File: config.mk
export PLATFORM = sky130hd
export DESIGN_NAME = pcs_word_end_flat
export DESIGN_NICKNAME = d
export VERILOG_FILES = /design/src/word_map_pkg.sv /design/src/word_map_if.sv /design/src/lane_mapper.sv /design/src/pcs_word_end.sv /design/src/flat_wrapper.sv
export SDC_FILE = /design/constraint.sdc
export NUM_CORES = 1
export LEC_CHECK = 0
export BUFFER_PORTS_ARGS = -buffer_cell sky130_fd_sc_hd__buf_4
export CELL_PAD_IN_SITES_DETAIL_PLACEMENT = 1
export CELL_PAD_IN_SITES_GLOBAL_PLACEMENT = 1
export CORE_ASPECT_RATIO = 0.8
export CORE_MARGIN = 5
export CORE_UTILIZATION = 25
export DETAILED_ROUTE_END_ITERATION = 10
export GPL_ROUTABILITY_DRIVEN = 0
export PLACE_DENSITY_LB_ADDON = 0.2
export SLEW_MARGIN = 10
export SYNTH_ARGS = -nofsm -noshare
export SYNTH_HDL_FRONTEND = slang
export SYNTH_SLANG_ARGS = --single-unit
File: constraint.sdc
create_clock -name clk_i -period 0.84 [get_ports clk_i]
set_input_delay 0.21 -clock clk_i [delete_from_list [all_inputs] [get_ports clk_i]]
set_output_delay 0.21 -clock clk_i [all_outputs]
set_load 0.02 [all_outputs]
File: src/word_map_pkg.sv
// Shared constants for the per-lane parallel word mapping
package word_map_pkg;
  localparam int LANES = 2;
  localparam int TX_W = 11;
  localparam int RX_W = 16;
  // Transmit word fields
  localparam int TX_DATA_MSB = 7;
  localparam int TX_CTRL_BIT = 8;
  localparam int TX_FORCE_BIT = 9;
  localparam int TX_DISP_BIT = 10;
  localparam int RAW_MSB = 9;
  // Receive word fields
  localparam int RX_ERR_BIT = 9;
  localparam int RX_SYNC_BIT = 10;
  localparam int RX_DERR_BIT = 11;
  localparam int RX_PAT_BIT = 12;
  localparam int RX_RM_LSB = 13;
  localparam int RX_RDISP_BIT = 15;
  // Rate-match codes
  localparam logic [1:0] RM_NORMAL = 2'h0;
  localparam logic [1:0] RM_DELETE = 2'h1;
  localparam logic [1:0] RM_INSERT = 2'h2;
  localparam logic [1:0] RM_UNDER = 2'h3;
  localparam logic [1:0] RM_OVER = 2'h3;
  localparam logic [8:0] UNDER_SYM_A = 9'h1FE;
  localparam logic [8:0] UNDER_SYM_B = 9'h1F7;
  // Forced disparity encoding
  localparam logic DISP_POS = 1'h0;
  localparam logic DISP_NEG = 1'h1;
  // Register bus map (byte addresses) and reset values
  localparam logic [3:0] ADDR_CTRL = 4'h0;
  localparam logic [3:0] ADDR_TXW = 4'h4;
  localparam logic [3:0] ADDR_RXW = 4'h8;
  localparam logic [3:0] ADDR_STAT = 4'hC;
  localparam logic [31:0] CTRL_RST = 32'h0000_0001;
endpackage

File: src/word_map_if.sv
// Interface joining the transceiver lane end and the MAC end
`timescale 1ns/100ps
`default_nettype none
interface word_map_if
  import word_map_pkg::*;
();
  logic [LANES*TX_W-1:0] tx_parallel_data;
  logic [LANES*RX_W-1:0] rx_parallel_data;
  logic coding_en;
  modport pcs (input tx_parallel_data, input coding_en,
               output rx_parallel_data);
  modport mac (output tx_parallel_data, output coding_en,
               input rx_parallel_data);
endinterface
`default_nettype wire

File: src/lane_mapper.sv
// One lane: decodes a transmit word and packs a receive word
`timescale 1ns/100ps
`default_nettype none
module lane_mapper
  import word_map_pkg::*;
(
  input wire logic clk_i,
  input wire logic reset_i,
  input wire logic coding_en_i,
  input wire logic [TX_W-1:0] tx_word_i,
  input wire logic [9:0] rx_sym_i,
  input wire logic rx_ctrl_i,
  input wire logic rx_err_i,
  input wire logic rx_sync_i,
  input wire logic rx_derr_i,
  input wire logic rx_pat_i,
  input wire logic [1:0] rx_rm_i,
  input wire logic rx_rdisp_i,
  output logic [9:0] tx_sym_o,
  output logic tx_ctrl_o,
  output logic tx_force_o,
  output logic tx_disp_o,
  output logic [RX_W-1:0] rx_word_o
);
  logic [RX_W-1:0] nxt_rx_word;

  // Transmit field split; raw mode ignores bit 10
  always_ff @(posedge clk_i) begin
    if (reset_i) begin
      tx_sym_o <= 10'h000;
      tx_ctrl_o <= 1'b0;
      tx_force_o <= 1'b0;
      tx_disp_o <= 1'b0;
    end else if (coding_en_i) begin
      tx_sym_o <= {2'h0, tx_word_i[TX_DATA_MSB:0]};
      tx_ctrl_o <= tx_word_i[TX_CTRL_BIT];
      tx_force_o <= tx_word_i[TX_FORCE_BIT];
      // Disparity only meaningful while forcing
      tx_disp_o <= tx_word_i[TX_FORCE_BIT] &
                   tx_word_i[TX_DISP_BIT];
    end else begin
      tx_sym_o <= tx_word_i[RAW_MSB:0];
      tx_ctrl_o <= 1'b0;
      tx_force_o <= 1'b0;
      tx_disp_o <= 1'b0;
    end
  end

  // Receive packing; one status set per symbol
  always_comb begin
    nxt_rx_word = '0;
    if (coding_en_i) begin
      nxt_rx_word[TX_DATA_MSB:0] = rx_sym_i[7:0];
      nxt_rx_word[TX_CTRL_BIT] = rx_ctrl_i;
      nxt_rx_word[RX_ERR_BIT] = rx_err_i;
      nxt_rx_word[RX_RM_LSB+:2] = rx_rm_i;
    end else begin
      nxt_rx_word[RAW_MSB:0] = rx_sym_i;
      // Second code table: 2'b11 reads as overflow here
      nxt_rx_word[RX_RM_LSB+:2] = rx_rm_i;
    end
    nxt_rx_word[RX_SYNC_BIT] = rx_sync_i;
    nxt_rx_word[RX_DERR_BIT] = rx_derr_i;
    nxt_rx_word[RX_PAT_BIT] = rx_pat_i;
    nxt_rx_word[RX_RDISP_BIT] = rx_rdisp_i;
  end

  // Data and status share one edge so they stay aligned
  always_ff @(posedge clk_i) begin
    if (reset_i) begin
      rx_word_o <= '0;
    end else begin
      rx_word_o <= nxt_rx_word;
    end
  end
endmodule
`default_nettype wire

File: src/pcs_word_end.sv
// Transceiver end: maps lane words between MAC and symbol paths
`timescale 1ns/100ps
`default_nettype none
module pcs_word_end
  import word_map_pkg::*;
(
  input wire logic clk_i,
  input wire logic reset_i,
  word_map_if.pcs link,
  input wire logic [LANES*10-1:0] rx_sym_i,
  input wire logic [LANES-1:0] rx_ctrl_i,
  input wire logic [LANES-1:0] rx_err_i,
  input wire logic [LANES-1:0] rx_sync_i,
  input wire logic [LANES-1:0] rx_derr_i,
  input wire logic [LANES-1:0] rx_pat_i,
  input wire logic [LANES*2-1:0] rx_rm_i,
  input wire logic [LANES-1:0] rx_rdisp_i,
  output logic [LANES*10-1:0] tx_sym_o,
  output logic [LANES-1:0] tx_ctrl_o,
  output logic [LANES-1:0] tx_force_o,
  output logic [LANES-1:0] tx_disp_o
);
  // clk_i stands for the recovered parallel clock
  // One mapper per lane, slice k from the LSB; no ready path
  for (genvar k = 0; k < LANES; k++) begin : g_lane
    lane_mapper u_lane (
      .clk_i(clk_i),
      .reset_i(reset_i),
      .coding_en_i(link.coding_en),
      .tx_word_i(link.tx_parallel_data[k*TX_W+:TX_W]),
      .rx_sym_i(rx_sym_i[k*10+:10]),
      .rx_ctrl_i(rx_ctrl_i[k]),
      .rx_err_i(rx_err_i[k]),
      .rx_sync_i(rx_sync_i[k]),
      .rx_derr_i(rx_derr_i[k]),
      .rx_pat_i(rx_pat_i[k]),
      .rx_rm_i(rx_rm_i[k*2+:2]),
      .rx_rdisp_i(rx_rdisp_i[k]),
      .tx_sym_o(tx_sym_o[k*10+:10]),
      .tx_ctrl_o(tx_ctrl_o[k]),
      .tx_force_o(tx_force_o[k]),
      .tx_disp_o(tx_disp_o[k]),
      .rx_word_o(link.rx_parallel_data[k*RX_W+:RX_W])
    );
  end
endmodule
`default_nettype wire

File: src/flat_wrapper.sv
// flat-port wrapper written by rule: the top's interface ports become plain ports
module pcs_word_end_flat import word_map_pkg::*;
  (clk_i, reset_i, rx_sym_i, rx_ctrl_i, rx_err_i, rx_sync_i, rx_derr_i, rx_pat_i, rx_rm_i, rx_rdisp_i, tx_sym_o, tx_ctrl_o, tx_force_o, tx_disp_o, link_tx_parallel_data, link_coding_en, link_rx_parallel_data);
  word_map_if link_i ();
  input wire logic clk_i;
  input wire logic reset_i;
  input wire logic [LANES*10-1:0] rx_sym_i;
  input wire logic [LANES-1:0] rx_ctrl_i;
  input wire logic [LANES-1:0] rx_err_i;
  input wire logic [LANES-1:0] rx_sync_i;
  input wire logic [LANES-1:0] rx_derr_i;
  input wire logic [LANES-1:0] rx_pat_i;
  input wire logic [LANES*2-1:0] rx_rm_i;
  input wire logic [LANES-1:0] rx_rdisp_i;
  output logic [LANES*10-1:0] tx_sym_o;
  output logic [LANES-1:0] tx_ctrl_o;
  output logic [LANES-1:0] tx_force_o;
  output logic [LANES-1:0] tx_disp_o;
  input wire logic [$bits(link_i.tx_parallel_data)-1:0] link_tx_parallel_data;
  input wire logic [$bits(link_i.coding_en)-1:0] link_coding_en;
  output wire logic [$bits(link_i.rx_parallel_data)-1:0] link_rx_parallel_data;
  assign link_i.tx_parallel_data = link_tx_parallel_data;
  assign link_i.coding_en = link_coding_en;
  assign link_rx_parallel_data = link_i.rx_parallel_data;
  pcs_word_end u_core (.clk_i(clk_i), .reset_i(reset_i), .link(link_i), .rx_sym_i(rx_sym_i), .rx_ctrl_i(rx_ctrl_i), .rx_err_i(rx_err_i), .rx_sync_i(rx_sync_i), .rx_derr_i(rx_derr_i), .rx_pat_i(rx_pat_i), .rx_rm_i(rx_rm_i), .rx_rdisp_i(rx_rdisp_i), .tx_sym_o(tx_sym_o), .tx_ctrl_o(tx_ctrl_o), .tx_force_o(tx_force_o), .tx_disp_o(tx_disp_o));
endmodule
==> summary.txt <==
Power
  • Max rail drop VDD: 0.000924 V
  • Final Total Pwr: 6690 µW
  • Pwr Density: 2120 nW/µm²
  • LEAKAGE: 0.00149 µW

Timing
  • Relative slew margins: 84.0%
  • Max-slew violation count: 0
  • Max Freq: 1.02 GHz
  • Unrepaired setup endpoints after global routing: yes
  • Fin crit period: 0.980 ns
  • Fin. Hold Viols: 0
  • Setup WS post-layout: -0.140 ns
  • Period utilization: 117%
  • Setup TNS: -7.41 ns
  • Final setup violation count: 58
  • Worst-Margin Slew: 0.240 ns

Synth
  • Yosys reg bits: 58
  • Largest family of logic cells by synthesized area: simple AND/OR/NAND/NOR gates
  • Adder-cell area share of the yosys netlist: 0%
  • Cell taking the most area after synthesis: dfxtp_1
  • Netlist cell types: 10
  • Yosys top cell area share: 70.5%
  • Avg Inst Size Synth: 12.3 µm²
  • Post-synthesis cell area: 1650 µm²
  • Mapped Nets: 195
  • Mux contribution to synthesized area: 2.43%
  • Post-Syn Instances: 134
  • Top cells by area, synth: dfxtp_1 70%, nor2b_1 14%, and2b_1 4.1%
  • Synth warn: 0
  • Xor/xnor cell area share of the yosys netlist: 0%
  • Seq/Total Area, Yosys: 70.5%
  • Simple-Gate Fraction of Synth Area: 22.7%
  • Compound-Gate Fraction of Synth Area: 0%

Global route
  • Largest net degree at the start of global routing: 34
  • Total GRT Usage: 12.3%
  • Vias in the first global route: 1420
  • Initial antenna violation count: 0
  • First-pass GRT wire length: 7.55 mm
  • Final global-route overflow total: 0

Critical path
  • Critical path buffers and inverters: 1
  • Crit end category: output port
  • Crit-path max cell delay: 0.32 ns
  • Crit Path Max Fanout: 1
  • CP max stage cell: dfxtp_2
  • CP required: 0.63 ns
  • CP Launch Type: register
  • Critical path arrival: 0.77 ns
  • Delay-heaviest family, CP: flip-flops
  • Critical Path, Cell by Cell: buf_6
  • WS Path Type: reg2out

Finish
  • Multi-input gate area: 414 µm²
  • Share of cells above drive strength 1: 75.1%
  • Nets: 317
  • Fill count: 698
  • Number of diodes: 0
  • Area growth syn-to-layout: 92.0%
  • Non-Filler Cell Area, Final: 3160 µm²
  • Post-Layout Cell Count: 345
  • Commonest cells after routing, fill and taps aside: 61 x buf_4, 58 x buf_6, 58 x dfxtp_2
  • Commonest non-fill, non-tap cell in the layout: buf_4
  • FF/Latch Area: 1230 µm²

Clock tree
  • Clock Sinks: 58
  • Maximum buffer depth of the clock tree: 2
  • Clock Root Buffer: clkbuf_8
  • CTS tree: built
  • Clock transition at path regs: 0.07 ns
  • TritonCTS Buffers: 9
  • CTS Hold Bufs: 0
  • H-tree depth: 3

Min path
  • Hold Path Class: in2reg

Run
  • Max Cap Viol: 0

Die
  • Die Span X: 101 µm
  • Die area: 8330 µm²
  • Initial Util: 25.7%
  • Ports: 119
  • Num rows: 26
  • Die H: 82.6 µm
  • Core region area: 6410 µm²

Placement
  • HPWL after DPL: 3.87 mm
  • Port bufs: 118
  • Post-Place Cell Area: 2650 µm²
  • Dpl cells: 329

Detailed routing
  • DR DRC count: 0
  • DRT iter0 DRCs: 5
  • Vias per cell: 3.82
  • First drt pass iteration count: 3
  • Antenna Violating Nets Remaining: 0
  • Drt wl/cell: 14.2 µm
  • Vias: 1317
  • Final WL: 4.91 mm

Run status
  • Violated checks: negative setup slack
  • Outcome: finished, violations left
layout make-up:
| class | count | share of cell area [%] |
|---|---|---|
| Clock buffer | 11 | 4.47 |
| Timing Repair Buffer | 123 | 37.7 |
| Clock inverter | 5 | 2.45 |
| Sequential cell | 58 | 39.0 |
| Multi-Input combinational cell | 64 | 13.1 |
| Tap cell | 84 | 3.32 |
report_power, final:
part           internal (µW)  total [µW]  leakage, µW  switching, µW
combinational            548         912     0.000879            364
clock                   1740        2790     0.000109           1050
sequential              2920        2990     0.000499           64.5
path summary, 6_finish.rpt:
kind,to,slack [ns],cells after the start,startpoint
worst min-delay path,u_core.g_lane[0].u_lane.rx_word_o[4],0.09,2,rx_sym_i[4]
worst max-delay path,link_rx_parallel_data[29],-0.14,1,u_core.g_lane[1].u_lane.rx_word_o[13]
flip-flops by register name, indices dropped and copies added (netlist names):
register,cells
u_core.g_lane.u_lane.tx_sym_o,20
u_core.g_lane.u_lane.tx_ctrl_o,2
u_core.g_lane.u_lane.rx_word_o,32
u_core.g_lane.u_lane.tx_disp_o,2
u_core.g_lane.u_lane.tx_force_o,2
logic make-up (layout without fill, tap and decap cells):
group / Yosys count / in the layout
flip-flops: 58 / 58
AND/OR/NAND/NOR: 60 / 60
buffers and inverters: 12 / 139
multiplexers: 4 / 4
synthesized netlist by cell type, drive strengths merged:
master and instances:
dfxtp 58, and2b 9, and2 8, clkbuf 2, mux2i 4, and3 2, nor2 5, buf 10
nor2b 36
metrics by stage:
step           hold WS [ns]  util (%)  worst slack (ns)
2_1_floorplan         0.332         -            0.0165
3_3_place_gp          0.417      41.4           -0.0275
3_5_place_dp          0.420      41.4           -0.0459
4_1_cts              0.0679      49.4            -0.164
5_1_grt              0.0694      49.4            -0.186
6_report             0.0901      49.4            -0.140
routing by layer:
layer / up-vias / GRT usage [%] / wire, µm
met5: - / 0 / 0
met4: 0 / 6.06 / 89
met3: 9 / 5.04 / 414
met2: 52 / 20.5 / 2610
met1: 612 / 13.8 / 1790
li1: 644 / - / -
timing repair:
action / CTS / global route
resized for setup: 116 / 0
hold endpoints to repair: 0 / 0
endpoints found under the setup margin: 58 / 58
buffers inserted: 0 / 0
(Power assumes the default switching activity.)
